### config.mk
export PLATFORM = sky130hd
export DESIGN_NAME = wde_exposure_ctrl
export DESIGN_NICKNAME = d
export VERILOG_FILES = /design/src/wde_pkg.sv /design/src/wde_exposure_ctrl.sv /design/src/wde_pct_count.sv
export SDC_FILE = /design/constraint.sdc
export NUM_CORES = 1
export LEC_CHECK = 0
export BUFFER_PORTS_ARGS = -buffer_cell sky130_fd_sc_hd__buf_2
export CAP_MARGIN = 20
export CORE_ASPECT_RATIO = 0.8
export CORE_UTILIZATION = 45
export DETAILED_ROUTE_END_ITERATION = 7
export PLACE_DENSITY_LB_ADDON = 0.1
export SETUP_SLACK_MARGIN = 0.05
export SLEW_MARGIN = 20
export SYNTH_ARGS = -nofsm -noshare
export SYNTH_HDL_FRONTEND = slang
export SYNTH_SLANG_ARGS = --single-unit
### constraint.sdc
create_clock -name clock -period 39.2 [get_ports clock]
set_input_delay 3.92 -clock clock [delete_from_list [all_inputs] [get_ports clock]]
set_output_delay 3.92 -clock clock [all_outputs]
set_load 0.01 [all_outputs]
### src/wde_pkg.sv
/*
 * constants, register map and carrier types for the exposure zone controller.
 * assumes a 10-bit pixel output and a 32-bit apb register bus.
 */
package wde_pkg;

    // ==========================================
    // widths
    localparam int PCT_W = 7;
    localparam int US_W = 24;
    localparam int CNT_W = 11;
    localparam int ADDR_W = 8;

    // ==========================================
    // register byte offsets
    localparam logic [ADDR_W-1:0] OFS_CTRL = 8'h00;
    localparam logic [ADDR_W-1:0] OFS_TOTAL = 8'h04;
    localparam logic [ADDR_W-1:0] OFS_ZONE = 8'h08;
    localparam logic [ADDR_W-1:0] OFS_KNEE1 = 8'h0C;
    localparam logic [ADDR_W-1:0] OFS_KNEE2 = 8'h10;
    localparam logic [ADDR_W-1:0] OFS_KNEE3 = 8'h14;
    localparam logic [ADDR_W-1:0] OFS_STATUS = 8'h18;
    localparam logic [ADDR_W-1:0] OFS_BRIGHT_T = 8'h1C;
    localparam logic [ADDR_W-1:0] OFS_VBRIGHT_T = 8'h20;
    localparam logic [ADDR_W-1:0] OFS_UBRIGHT_T = 8'h24;

    // ==========================================
    // field positions
    localparam int ZONE_P1_LSB = 0;
    localparam int ZONE_P2_LSB = 8;
    localparam int ZONE_P3_LSB = 16;
    localparam int STAT_SHUTTER = 0;
    localparam int STAT_ACTIVE = 1;
    localparam int STAT_ERROR = 2;

    // ==========================================
    // limits and scale
    localparam logic [PCT_W-1:0] PCT_MIN = 7'h0F;
    localparam logic [PCT_W-1:0] PCT_FULL = 7'h64;
    localparam logic [US_W-1:0] KNEE_MIN_US = 24'h00_0002;
    localparam logic [CNT_W-1:0] FULL_SCALE_COUNT = 11'h400;

    // ==========================================
    // reset values
    localparam logic [US_W-1:0] TOTAL_RST = 24'h00_4E20;
    localparam logic [US_W-1:0] KNEE_RST = 24'h00_0000;

    typedef struct packed {
        logic [US_W-1:0] total;
        logic [US_W-1:0] knee1;
        logic [US_W-1:0] knee2;
        logic [US_W-1:0] knee3;
        logic [PCT_W-1:0] pct1;
        logic [PCT_W-1:0] pct2;
        logic [PCT_W-1:0] pct3;
        logic mode;
    } wde_set_t;

    localparam wde_set_t SET_RST = '{TOTAL_RST, KNEE_RST, KNEE_RST, KNEE_RST,
        PCT_FULL, PCT_FULL, PCT_FULL, 1'b0};

    typedef struct packed {
        logic psel;
        logic penable;
        logic pwrite;
        logic [ADDR_W-1:0] paddr;
        logic [31:0] pwdata;
    } wde_apb_req_t;

    typedef struct packed {
        logic pready;
        logic pslverr;
        logic [31:0] prdata;
    } wde_apb_rsp_t;

endpackage

### src/wde_exposure_ctrl.sv
/*
 * per-pixel multi-knee exposure control: apb registers, frame latch,
 * zone thresholds and exposure times.
 * assumes frame_start and global_shutter come from logic on the same clock.
 */
// Notes on behaviour
// - zone mode only applies while the sensor runs in global shutter mode
// - with zone mode off every pixel integrates for the full exposure
// - dark pixels integrate fully and fill output from zero to first limit
// - dark limit at 100 percent makes zone mode behave as disabled
// - bright exposure equals total exposure minus first knee offset
// - bright data lies between dark limit and bright limit
// - bright limit at 100 percent gives exactly two output zones
// - very bright exposure equals total minus second knee offset
// - very bright limit exceeds bright limit; very bright data between them
// - very bright limit at 100 percent leaves no ultra bright zone
// - ultra bright exposure equals total minus third knee offset
// - ultra bright data fills from very bright limit to full output
// - limits become counts proportional to full scale, 50 percent is 512
`timescale 1ns/1ps
module wde_exposure_ctrl (
    input wire logic clock,
    input wire logic reset_n,
    input wde_pkg::wde_apb_req_t apb_req,
    output wde_pkg::wde_apb_rsp_t apb_rsp,
    input wire logic frame_start,
    input wire logic global_shutter,
    output logic zone_mode_active,
    output logic config_error,
    output logic [wde_pkg::US_W-1:0] dark_exposure_us,
    output logic [wde_pkg::US_W-1:0] bright_exposure_time,
    output logic [wde_pkg::US_W-1:0] very_bright_exposure_us,
    output logic [wde_pkg::US_W-1:0] ultra_bright_exposure_us,
    output logic [wde_pkg::CNT_W-1:0] dark_zone_limit_count,
    output logic [wde_pkg::CNT_W-1:0] bright_zone_limit_count,
    output logic [wde_pkg::CNT_W-1:0] very_bright_zone_limit_count
);
    import wde_pkg::*;

    // ==========================================
    // state
    wde_set_t staged;
    wde_set_t applied;
    wde_set_t next_staged;
    wde_set_t next_applied;
    logic next_error;
    logic next_active;
    logic [US_W-1:0] next_bright;
    logic [US_W-1:0] next_vbright;
    logic [US_W-1:0] next_ubright;
    logic [31:0] rdata;
    logic [31:0] next_rdata;
    logic slverr;
    logic next_slverr;
    logic staged_ok;
    logic setup;
    logic wr_en;
    logic [PCT_W-1:0] eff_pct [3];
    logic [PCT_W-1:0] app_pct [3];
    logic [CNT_W-1:0] lim_count [3];

    // ==========================================
    // consistency check of the staged set
    function automatic logic set_ok(input wde_set_t s);
        logic ok;
        ok = (s.pct1 >= PCT_MIN) && (s.pct1 <= PCT_FULL);
        if (s.pct1 != PCT_FULL) begin
            ok = ok && (s.knee1 >= KNEE_MIN_US) && (s.knee1 < s.total);
            if (s.pct2 != PCT_FULL) begin
                ok = ok && (s.pct2 > s.pct1) && (s.knee2 > s.knee1)
                    && (s.knee2 < s.total);
                if (s.pct3 != PCT_FULL) begin
                    ok = ok && (s.pct3 > s.pct2) && (s.knee3 > s.knee2)
                        && (s.knee3 < s.total);
                end
            end else begin
                ok = ok && (s.pct3 == PCT_FULL);
            end
            ok = ok && (s.pct3 <= PCT_FULL) && (s.pct2 <= PCT_FULL);
        end
        return ok;
    endfunction

    assign staged_ok = set_ok(staged);
    assign setup = apb_req.psel && !apb_req.penable;
    assign wr_en = apb_req.psel && apb_req.penable && apb_req.pwrite;

    // ==========================================
    // register writes and frame latch
    always_comb begin
        next_staged = staged;
        next_applied = applied;
        next_error = config_error;
        if (wr_en) begin
            case (apb_req.paddr)
                OFS_CTRL: begin
                    next_staged.mode = apb_req.pwdata[0];
                end
                OFS_TOTAL: begin
                    next_staged.total = apb_req.pwdata[US_W-1:0];
                end
                OFS_ZONE: begin
                    next_staged.pct1 = apb_req.pwdata[ZONE_P1_LSB +: PCT_W];
                    next_staged.pct2 = apb_req.pwdata[ZONE_P2_LSB +: PCT_W];
                    next_staged.pct3 = apb_req.pwdata[ZONE_P3_LSB +: PCT_W];
                end
                OFS_KNEE1: begin
                    next_staged.knee1 = apb_req.pwdata[US_W-1:0];
                end
                OFS_KNEE2: begin
                    next_staged.knee2 = apb_req.pwdata[US_W-1:0];
                end
                OFS_KNEE3: begin
                    next_staged.knee3 = apb_req.pwdata[US_W-1:0];
                end
                OFS_STATUS: begin
                    if (apb_req.pwdata[STAT_ERROR]) begin
                        next_error = 1'b0;
                    end
                end
                default: begin
                end
            endcase
        end
        if (frame_start) begin
            if (staged_ok) begin
                next_applied = staged;
            end else begin
                next_error = 1'b1;
            end
        end
    end

    // ==========================================
    // exposure times and mode
    always_comb begin
        next_active = applied.mode && global_shutter && (applied.pct1 != PCT_FULL);
        next_bright = applied.total;
        next_vbright = applied.total;
        next_ubright = applied.total;
        if (next_active) begin
            next_bright = applied.total - applied.knee1;
            next_vbright = applied.total - applied.knee2;
            next_ubright = applied.total - applied.knee3;
        end
    end

    always_ff @(posedge clock or negedge reset_n) begin
        if (!reset_n) begin
            staged <= SET_RST;
            applied <= SET_RST;
            config_error <= 1'b0;
            zone_mode_active <= 1'b0;
            dark_exposure_us <= TOTAL_RST;
            bright_exposure_time <= TOTAL_RST;
            very_bright_exposure_us <= TOTAL_RST;
            ultra_bright_exposure_us <= TOTAL_RST;
        end else begin
            staged <= next_staged;
            applied <= next_applied;
            config_error <= next_error;
            zone_mode_active <= next_active;
            dark_exposure_us <= applied.total;
            bright_exposure_time <= next_bright;
            very_bright_exposure_us <= next_vbright;
            ultra_bright_exposure_us <= next_ubright;
        end
    end

    // ==========================================
    // zone thresholds
    assign app_pct[0] = applied.pct1;
    assign app_pct[1] = applied.pct2;
    assign app_pct[2] = applied.pct3;

    for (genvar i = 0; i < 3; i++) begin : g_zone
        assign eff_pct[i] = next_active ? app_pct[i] : PCT_FULL;
        wde_pct_count #(.CW(CNT_W)) u_cnt (
            .clock(clock),
            .reset_n(reset_n),
            .pct(eff_pct[i]),
            .count(lim_count[i])
        );
    end

    assign dark_zone_limit_count = lim_count[0];
    assign bright_zone_limit_count = lim_count[1];
    assign very_bright_zone_limit_count = lim_count[2];

    // ==========================================
    // apb slave, zero wait
    always_comb begin
        next_rdata = rdata;
        next_slverr = slverr;
        if (setup) begin
            next_slverr = 1'b0;
            next_rdata = 32'h0000_0000;
            case (apb_req.paddr)
                OFS_CTRL: next_rdata[0] = staged.mode;
                OFS_TOTAL: next_rdata[US_W-1:0] = staged.total;
                OFS_ZONE: begin
                    next_rdata[ZONE_P1_LSB +: PCT_W] = staged.pct1;
                    next_rdata[ZONE_P2_LSB +: PCT_W] = staged.pct2;
                    next_rdata[ZONE_P3_LSB +: PCT_W] = staged.pct3;
                end
                OFS_KNEE1: next_rdata[US_W-1:0] = staged.knee1;
                OFS_KNEE2: next_rdata[US_W-1:0] = staged.knee2;
                OFS_KNEE3: next_rdata[US_W-1:0] = staged.knee3;
                OFS_STATUS: begin
                    next_rdata[STAT_SHUTTER] = global_shutter;
                    next_rdata[STAT_ACTIVE] = zone_mode_active;
                    next_rdata[STAT_ERROR] = config_error;
                end
                OFS_BRIGHT_T: next_rdata[US_W-1:0] = bright_exposure_time;
                OFS_VBRIGHT_T: next_rdata[US_W-1:0] = very_bright_exposure_us;
                OFS_UBRIGHT_T: next_rdata[US_W-1:0] = ultra_bright_exposure_us;
                default: next_slverr = 1'b1;
            endcase
        end
    end

    always_ff @(posedge clock or negedge reset_n) begin
        if (!reset_n) begin
            rdata <= 32'h0000_0000;
            slverr <= 1'b0;
        end else begin
            rdata <= next_rdata;
            slverr <= next_slverr;
        end
    end

    assign apb_rsp.pready = 1'b1;
    assign apb_rsp.prdata = rdata;
    assign apb_rsp.pslverr = slverr && apb_req.psel && apb_req.penable;
endmodule

### src/wde_pct_count.sv
/*
 * converts an output percentage into a registered count threshold.
 * assumes the percentage is already limited to 0..100.
 */
`timescale 1ns/1ps
module wde_pct_count #(
    parameter int CW = wde_pkg::CNT_W
) (
    input wire logic clock,
    input wire logic reset_n,
    input wire logic [wde_pkg::PCT_W-1:0] pct,
    output logic [CW-1:0] count
);
    import wde_pkg::*;

    logic [CW-1:0] next_count;
    logic [31:0] product;

    // ==========================================
    // scale against full range
    always_comb begin
        product = (32'(pct) * 32'(FULL_SCALE_COUNT)) / 32'(PCT_FULL);
        next_count = product[CW-1:0];
    end

    always_ff @(posedge clock or negedge reset_n) begin
        if (!reset_n) begin
            count <= CW'(FULL_SCALE_COUNT);
        end else begin
            count <= next_count;
        end
    end

endmodule

### Word-level counts from Yosys, hierarchy flattened

Index checks and enable logic that the tools add are counted.

| storage, ports and cells | value |
|---|---|
| register bits | 392 |
| logic and storage cells | 112 |

| cells by class | value |
|---|---|
| muxes and demuxes | 24 |
| add/sub/neg operators | 3 |
| reductions and logical operators | 29 |
| magnitude comparators | 12 |
| equality and inequality tests | 14 |
| divide/modulo/power cells | 3 |

Operators by type and width:

| operator | count |
|---|---|
| $pmux 7 s8 | 2 |
| $div 17x7->32 const B | 3 |
| $lt 24x24->1 | 3 |
| $mux 24 | 3 |
| $sub 24x24->24 | 3 |
| $gt 24x24->1 | 2 |
| $eq 8x5->1 const B | 4 |
| $pmux 4 s8 | 1 |
| $ne 7x7->1 const B | 4 |
| $ge 24x2->1 const B | 1 |
| $le 7x7->1 const B | 3 |
| $mux 7 | 3 |
| $pmux 1 s7 | 3 |
| $logic_and 1x1->1 | 19 |
| $pmux 2 s9 | 1 |
| $eq 8x4->1 const B | 2 |
| $eq 8x6->1 const B | 2 |
| $gt 7x7->1 | 2 |
| $reduce_and 2->1 | 7 |
| $mux 1 | 10 |
| $pmux 1 s10 | 1 |
| $reduce_or 10->1 | 1 |
| $eq 8x3->1 const B | 1 |
| $logic_not 8->1 | 1 |
| other kinds (3) | 3 |

### Logic depth before layout (Yosys ltp)

Gate-level depths: netlist of the first run.

| depth | value |
|---|---|
| word-level depth | 18 |
| mapped depth | 69 |
| mapped depth without buffers | 60 |

### Hierarchy

A second synthesis of the first run with hierarchy kept.

| second synthesis, totals | value |
|---|---|
| cells, all modules | 3019 |
| area total of the unflattened synthesis | 29423.2 um2 |

Modules (own cells, without submodules):

| module | times used | area each (um2) | cells each |
|---|---|---|---|
| wde_exposure_ctrl | 1 | 20527.2 | 1885 |
| wde_pct_count | 3 | 2965.3 | 378 |

### Worst setup path before layout of the first run

No wires, ideal clock.

| path | value |
|---|---|
| path type | input to register |
| start point | input port global_shutter |
| end point | register g_zone[0].u_cnt.count[0] |
| arrival | 16.828 ns |
| stages on the path | 68 |
| path slack | 22.249 ns |
| setup time | 0.124 ns |
| data required time | 39.076 ns |
| cells stage by stage | buf_2 -> and2_1 -> buf_2 -> buf_2 -> nand2_1 -> ha_1 -> or3_1 -> a2111o_1 -> o21a_1 -> a221o_1 -> a21oi_2 -> buf_4 -> xnor2_1 -> inv_1 -> ha_1 -> nand2_1 -> mux2i_1 -> o211a_1 -> [32 not listed] -> nand2_1 -> nor2_1 -> a22oi_1 -> and2_1 -> nand2_2 -> inv_2 -> ha_1 -> nand4_1 -> o2bb2ai_1 -> nand4b_1 -> buf_4 -> inv_1 -> ha_1 -> nand2_1 -> mux2_2 -> o2111ai_2 -> mux2i_1 -> a211o_1 |

| between the ends | value |
|---|---|
| longest elaborated chain between the ends | 4 |

RTL lines:

| what | RTL line | text |
|---|---|---|
| start, declared | wde_exposure_ctrl.sv:27 | `input wire logic global_shutter,` |
| $logic_and 1x1->1 (2 in a row) | wde_exposure_ctrl.sv:137 | `next_active = applied.mode && global_shutter && (applied.pct1 != PCT_FULL);` |
| $mux 7 | wde_exposure_ctrl.sv:177 | `assign eff_pct[i] = next_active ? app_pct[i] : PCT_FULL;` |
| $div 17x7->32 | wde_pct_count.sv:22 | `product = (32'(pct) * 32'(FULL_SCALE_COUNT)) / 32'(PCT_FULL);` |
| net g_zone[0].u_cnt.product[0] | wde_pct_count.sv:17 | `logic [31:0] product;` |
| end signal, assigned | wde_pct_count.sv:28 | `count <= CW'(FULL_SCALE_COUNT);` |
| end signal, assigned | wde_pct_count.sv:30 | `count <= next_count;` |
| end, declared | wde_pct_count.sv:12 | `output logic [CW-1:0] count` |

The timed path passes the listed nets, and every way through them passes these cells.
A chain may end at the register's enable or synchronous reset.

### Final worst setup path of the first run

Ends and elaborated chain as after synthesis.

==> run summary, run 1 <==
The detailed router finished its first iteration with 2696 violations. After synthesis the netlist holds a flip-flop and latch count of 392. The count of buffers added on input and output ports is 194.

The number of CTS-inserted buffers is 46. For the total global-route track usage, the log shows 27.7%. In this run the worst hold path is classified as reg -> reg. The final critical path takes up 53.2% of the cycle.

The number of antenna violations at the first check in global routing came out at 6. Measured against its own limit, the worst slew margin works out to 31.1%. The H-tree was split into 2 levels.

The proportion of layout cells with a drive suffix above 1 was 18.5%. The count of pins over their slew limit is 0. The run finished with clean final reports. The critical path capture point is g_zone[0].u_cnt.count[0]$_DFF_PN0_. The share of async-settable or async-resettable flops after synthesis was 100%.

The tools report the static leakage as 15.7 nW. Setup violations remaining at the end of the flow were counted as 0. The worst register-to-register path begins at applied[0]$_DFFE_PN0P_. The average wire length per cell after detail routing came out at 22.2 um. Synthesis produced a netlist whose cell count is 3312. Between clock sinks in the finished design, the worst skew comes to 0.0225 ns. The clock-pin slew of the registers on the worst-case setup and hold paths is 0.06 ns, and the number of warnings printed during yosys synthesis is 0. The design draws 0.894 mW.

The vertical extent of the die works out to 234 um. The tools report the count of nets after finishing as 3730. STA classifies the critical path startpoint as a primary input. Measured in cells, the most critical reg-to-reg path has a length of 55.

In the layout the commonest cells are dfrtp_1 (341), inv_1 (249), ha_1 (233). The clock passes through at most 3 buffers. Element type at the critical path end: a flop.

The count of buffers added by post-CTS timing repair for setup came out at 0. The clock period minus final worst setup slack came out at 20.86 ns. In the synthesized netlist the dominant register cell turns out to be dfrtp_1. After global routing the overflow that remains totals 0. The run gives 0 ns as the setup TNS. The logs give 212 for the number of ports placed on the die boundary and 68300 sq um for the die outline area. The logs give 27000 for the number of vias in the routed layout and 25600 for the number of global-route vias before repair. The pre-antenna-repair detailed-routing pass consisted of 5 iterations. The HPWL after detailed placement is 71800 um. The most numerous cell type found on the critical path is ha_1. The worst setup path is of the in -> reg kind.

In this run the mean area of a mapped cell was 9.13 sq um. Row generation in the floorplan step produced 84 rows. The tools report the root buffer cell as clkbuf_16.

For the total standard cell area after synthesis, the log shows 30200 sq um. Commonest non-fill, non-tap cell in the layout: dfrtp_1. The core region is 66100 sq um. After clock tree synthesis, the flow added hold-fix buffers numbering 0. The first global-routing pass estimated 150000 um of wire. The endpoint of the most critical register-to-register path is g_zone[0].u_cnt.count[0]$_DFF_PN0_. The count of flip-flops with a built-in enable after synthesis came out at 0. Post-cts repair resize count: 0. The initial utilization of the core area, before any placement, comes to 45.7%.

Across the run, the number of max-cap violations was 0. Post-synthesis cell type count: 124. Final core utilization: 50.6%. TritonCTS built the clock tree. Power spread over the standard cell area amounts to 26.7 nW/um^2. The run gives 0 as the count of endpoints failing hold in the final timing report. The worst register-to-register path has a setup slack of 21.43 ns. The largest net degree at the start of global routing came out at 121. The most critical setup path has its startpoint at global_shutter. For this design, the sink count on the clock tree is 392. The tools report the number of antenna-violating nets in the routed design as 0.

The die boundary width was 292 um; the critical path required time was 39.65 ns. In this design, the stage delay of the slowest critical-path cell is 0.70 ns. Summed over all layers, the routed wires come to 96300 um. On the critical path, the stage with the largest delay is an instance of or4b_1. The average vias per placed instance is 6.22. The last weighted congestion value of the routability-driven placer was 0.901. Across the VDD grid, the largest voltage drop is 0.0350 mV.

At the pin with the least slew margin, the transition time is 1.03 ns. After synthesis, flip-flops and latches occupy 32.6% of the total area. The data arrival time of the worst path is 21.31 ns. After detailed routing, the number of remaining DRC violations is 0. Of all nets on the critical path, the largest fanout is 19. Relative to the synthesized area, the layout overhead comes to 10.7%. Clock latency on the worst-skew pair, taken at its later pin, is 0.59 ns. Setup repair after global routing left no endpoint under its margin. Derived from the worst setup path, the maximum achievable clock frequency is 0.0479 GHz.
## cells by family after synthesis
logic type | after synthesis | synth area share, %
flops | 392 | 32.6
fa+ha+maj | 236 | 9.84
xor+xnor | 77 | 2.23
compound gates | 1010 | 24.2
simple gates | 895 | 15.1
mux | 295 | 10.6
buf+inv | 405 | 5.42
other cells | 2 | 0.0248
## layer usage
layer	routed length, um	track usage, %
met3	6230	3.50
met4	2000	6.15
met2	40600	41.0
met5	12	0
met1	47500	42.6
## state kept, by name, indices dropped and copies added (netlist names)
name	cells
zone_mode_active	1
very_bright_exposure_us	24
app_pct	21
ultra_bright_exposure_us	24
applied	97
slverr	1
staged	118
bright_exposure_time	24
g_zone.u_cnt.count	33
config_error	1
rdata	24
dark_exposure_us	24
## worst min path at each step
stage	startpoint	end	slack, ns	cells after the start
floorplan	applied[104]$_DFFE_PN1P_	dark_exposure_us[10]$_DFF_PN1_	0.38	0
global placement	applied[108]$_DFFE_PN1P_	dark_exposure_us[14]$_DFF_PN1_	0.40	0
detailed placement	applied[99]$_DFFE_PN1P_	dark_exposure_us[5]$_DFF_PN1_	0.39	0
CTS	applied[105]$_DFFE_PN1P_	dark_exposure_us[11]$_DFF_PN1_	0.40	0
global route	applied[99]$_DFFE_PN1P_	dark_exposure_us[5]$_DFF_PN1_	0.41	0
finish	applied[108]$_DFFE_PN1P_	dark_exposure_us[14]$_DFF_PN1_	0.41	0
## synthesized netlist by cell type, types with 16 or more instances
cell	count	area (sq um)
inv_1	249	935
dfrtp_1	341	8530
nor3_1	66	330
nor2b_1	39	244
a31oi_1	31	194
a22oi_1	93	698
or3_1	29	181
nor2_1	212	796
xnor2_1	52	455
o21ai_0	184	921
nand2_1	223	837
clkbuf_1	84	315
o31ai_1	58	435
o211ai_1	36	270
buf_2	21	105
or2_2	16	100
mux2i_1	93	931
a21boi_0	44	330
a41oi_1	20	175
nand4_1	48	300
a21oi_1	146	731
and2_1	37	231
a211oi_1	27	203
buf_1	17	63.8
a21o_1	98	736
mux2_2	199	2240
dfstp_2	51	1340
nor4_1	16	100
nand3_1	58	290
and3_1	34	213
ha_1	233	2920
xor2_1	25	219
o21a_1	16	120
nand2b_1	48	300
## through the flow
stage | setup slack (ns) | area (sq um) | instances | hold slack, ns
finish | 18.34 | 33500 | 4346 | 0.405
global route | 16.98 | 33500 | 4344 | 0.410
CTS | 18.63 | 33500 | 4343 | 0.402
detailed placement | 18.05 | 31900 | 4259 | 0.394
global placement | 18.15 | 31900 | 4259 | 0.399
floorplan | 22.25 | 30300 | 3319 | 0.384
## worst max-delay path: cells and delay by family
kind	cells	cell delay, ns
XOR/XNOR	1	0.22
adder cells (fa/ha/maj)	8	3.19
AND/OR/NAND/NOR	22	6.76
multiplexers	5	0.86
AO/OA/AOI/OAI	13	4.37
buffers and inverters	7	1.95
## power breakdown
| group | internal [mW] | switching [mW] | total [mW] |
|---|---|---|---|
| Clock | 0.254 | 0.183 | 0.437 |
| Combinational | 0.0153 | 0.0308 | 0.0461 |
| Sequential | 0.407 | 0.00362 | 0.411 |
| Total | 0.677 | 0.217 | 0.894 |
## area by class of cell
class	instances	area (sq um)
flip-flops and latches	392	9870
repair buffers	220	1180
fillers	6148	32600
well taps	860	1080
clock buffers	73	1370
multi-input cells	2522	18800
diodes	3	7.51
inverters	265	1000
clock inverters	11	144
No activity file was read; power rests on OpenSTA's default activity.
==> inputs of run 2 (changes only) <==
- ABC_AREA: unset -> 1
- clock period: 39.2 -> 20.6 ns (I/O delays scaled with it)
==> run 2 against run 1 <==
Against the previous run:
- non-clock buffer count shrank 5
- clock power grew 98%
- flip-flop and latch count is the same
- synthesized cell count grew 16%
- utilization grew 0.54 points
- via count shrank 3.9%
- critical path depth grew 12
- sequential power grew 90%
- setup slack lost 9.8 ns
- cell area shrank 3.5%
- global-route usage grew 0.15 points
- register-to-register slack lost 12 ns
==> run summary, run 2 <==
The vertical extent of the die is 229 um (-2.1%). The setup TNS is 0 ns (unchanged), and the highest achievable clock rate is 0.0827 GHz. Number of max-cap violations: 0 (unchanged). The number of H-tree levels was 2 (unchanged). The tools report the count of routing violations after the opening detailed-route iteration as 2393 (-11%). The buffer depth of the longest clock path was 3 (unchanged). The post-DP HPWL came out at 70400 um (-2.0%).

The post-placement cell count came out at 4819 (+13%). Among the stages of the critical path, the cell type that occurs most often is nand2_1. The logs give 12.57 ns (-8.74 ns) for the data arrival time of the worst path and 0.911 (+1.1%) for the last weighted congestion value of the routability-driven placer. Commonest non-fill, non-tap cell in the layout: nand2_1.

The worst setup path is captured at a flop. The logs give 32300 sq um (-3.5%) for the summed area of non-filler cells in the final layout and 24.8% (-6.4 points) for the headroom to the max-slew limit. The number of global-route vias before repair came out at 23800 (-7.3%).

The biggest area contributor in the post-synthesis netlist is dfrtp_1. The global routing met1 resource utilization came out at 42.0% (-0.57 points). The residual DRC count was 0 (unchanged); the critical path required time was 21.07 ns (-18.58 ns). The run gives 0 (unchanged) as the number of warnings printed during yosys synthesis. The count of flip-flops with a built-in enable after synthesis is 0 (unchanged), and the count of nets after finishing is 4310 (+16%). Yosys attributes the largest share of cell area to dfrtp_1 (29%), nand2_1 (12%), ha_1 (10%).

The share of async-settable or async-resettable flops after synthesis came out at 100% (unchanged). After layout, the worst path uses 58.7% of the clock period. For the sequential share of the synthesized area, the log shows 34.1% (+1.4 points). The standard-cell row count was 82 (-2.4%); the area growth from synthesis to layout was 11.4%.

The delay of the slowest cell on the worst path was 0.42 ns (-0.28 ns). The clock-pin slew of the registers on the worst-case setup and hold paths works out to 0.06 ns (about the same). The logs give 0.0230 ns (+0.000506 ns) for the worst setup skew after layout and 0 (unchanged) for the number of antenna-violating nets in the routed design. The number of antenna violations at the first check in global routing is 2 (-4).

The count of buffers inserted at the top-level ports came out at 194 (unchanged). In this run the worst hold path is classified as reg -> reg. The areal power density over the cells is 53.8 nW/um^2 (+100%), and the slew at the pin with the worst max-slew slack is 1.12 ns (+0.0939 ns).

The run gives 392 (unchanged) as the clock sink total. The commonest cells after synthesis are nand2_1 (944), inv_1 (536), o21ai_0 (348), dfrtp_1 (341), ha_1 (233). The run gives 26000 (-3.9%) as the number of vias in the routed layout. Counting flops per register, the top entry is staged.

In this run the most used layer during global routing was met1. The highest fanout seen on the critical path is 96 (+77). Filler cell count in the final layout: 6274 (+2.0%). TritonCTS built the clock tree. For the count of hold-fix buffers inserted at cts, the log shows 0 (unchanged). Grouping stages by cell kind, the critical path spends the most delay in simple AND/OR/NAND/NOR gates. The tools report the post-cts repair resize count as 0 (unchanged).

The initial standard-cell utilization of the core is 45.9% (+0.18 points), and the number of detailed-routing iterations run before antenna repair is 6 (+1). For this design, the slowest cell found on the critical path is nor2_1. The placeable core region is 63100 sq um (-4.6%). The portion of synthesized cell area occupied by the leading cell type was 29.4% (+1.2 points). The count of buffering cells on the critical path with inverters included was 11 (+4).

Setup repair after global routing left no endpoint under its margin. For the global-route congestion overflow total, the log shows 0 (unchanged). The post-synthesis cell type count came out at 75 (-40%). The proportion of layout cells with a drive suffix above 1 was 16.5% (-2.1 points); the area after detailed placement was 30700 sq um (-3.8%). The total standard cell area after synthesis is 29000 sq um (-4.2%).

The tools report the total global-route track usage as 27.9% (+0.15 points). The global-route wire length before repair is 141000 um (-5.6%). The run gives 65400 sq um (-4.2%) as the die outline area. The main flop type after synthesis was dfrtp_1. The number of CTS-inserted buffers was 46 (unchanged). The synthesis-stage register bit count was 392 (unchanged). The clock period minus final worst setup slack was 12.09 ns; the count of endpoints failing hold in the final timing report was 0 (unchanged).

Die boundary width: 286 um (-2.1%). The total of endpoints with negative setup slack in the final report is 0 (unchanged). The worst ir drop on vdd is 0.0582 mV (+66%). The number of ports placed on the die boundary is 212 (unchanged), and the static leakage is 17.5 nW (+11%). Number of non-filler instances in the completed layout: 4904 (+13%). By instance count, the leading cell after synthesis is nand2_1.

The run gives 0 (-3) as the count of antenna diodes in the layout. The mean post-synth cell area was 7.52 sq um (-18%). The global routing met3 resource utilization is 4.72% (+1.2 points).

The largest net degree at the start of global routing is 102 (-16%). The sum of routed wire length over all layers was 91400 um (-5.0%). The run finished with clean final reports. The average wire length per cell after detail routing came out at 18.6 um (-16%).

Kind of launch point of the worst setup path: a primary input. The count of pins over their slew limit came out at 0 (unchanged). In the layout the commonest cells are nand2_1 (943), inv_1 (536), o21ai_0 (348). The largest registers in the layout are staged: 118 flops, applied: 97 flops, g_zone.u_cnt.count: 33 flops. The count of buffers added by post-CTS timing repair for setup was 0 (unchanged); the flip-flop count of the largest register after layout was 118 (unchanged).

The average vias per placed instance is 5.29 (-15%). The type of the worst setup path is in -> reg. The source-to-sink clock delay at the later pin of the worst-skew pair was 0.60 ns (about the same). The tree is rooted in a clkbuf_16.

For the global-route met2 utilization, the log shows 41.7% (+0.71 points). The run gives 3852 (+16%) as the instance count of the mapped netlist.
-- run 2: power by group --
group	internal [mW]	switching, mW	total, mW
Clock	0.512	0.352	0.864
Sequential	0.776	0.00566	0.781
Combinational	0.0264	0.0654	0.0919
Total	1.31	0.423	1.74
-- run 2: final timing paths --
check                                          from  slack, ns                                 end  cells after the start
min                        applied[108]$_DFFE_PN1P_       0.42      dark_exposure_us[14]$_DFF_PN1_                      0
min reg2reg                applied[108]$_DFFE_PN1P_       0.42      dark_exposure_us[14]$_DFF_PN1_                      0
max                                  global_shutter       8.51  g_zone[0].u_cnt.count[0]$_DFF_PN0_                     68
max reg2reg                  applied[0]$_DFFE_PN0P_       9.74  g_zone[0].u_cnt.count[0]$_DFF_PN0_                     67
min in group asynchronous                   reset_n       1.53  g_zone[0].u_cnt.count[2]$_DFF_PN0_                      1
max in group asynchronous                   reset_n      16.96             applied[60]$_DFFE_PN0P_                      3
-- run 2: cell type report --
class | instances | area, sq um | area share (%)
clock buffer | 66 | 1330 | 4.11
sequential | 392 | 9870 | 30.6
multi-input combinational | 2781 | 16400 | 50.8
timing repair buffer | 215 | 1140 | 3.53
inverter | 591 | 2240 | 6.94
tap | 840 | 1050 | 3.26
clock inverter | 19 | 245 | 0.760
-- run 2: cell families after synthesis --
kind of cell | share of synthesized area, %
xor gates and xnor gates | 1.68
other | 0.0259
DFF | 34.1
and+or+nand+nor | 29.4
adders and majority gates | 10.3
buffers and inverters | 9.42
AOI/OAI and AO/OA | 15.1
-- run 2: stage by stage --
step           worst slack, ns  total power [mW]  hold slack (ns)  util [%]
4_1_cts                   8.50              1.75            0.416      51.2
6_report                  8.51              1.74            0.415      51.2
2_1_floorplan            10.09             0.839            0.374         -
3_3_place_gp              7.96             0.886            0.408      48.7
3_5_place_dp              7.89             0.886            0.408      48.7
5_1_grt                   7.62              1.79            0.425      51.2
-- run 2: metal layers --
metal  up-vias  wire, um
met4         0      1390
met1     12100     44900
met3        84      6710
met2       784     38400
met5         -         0
li1      13000         -
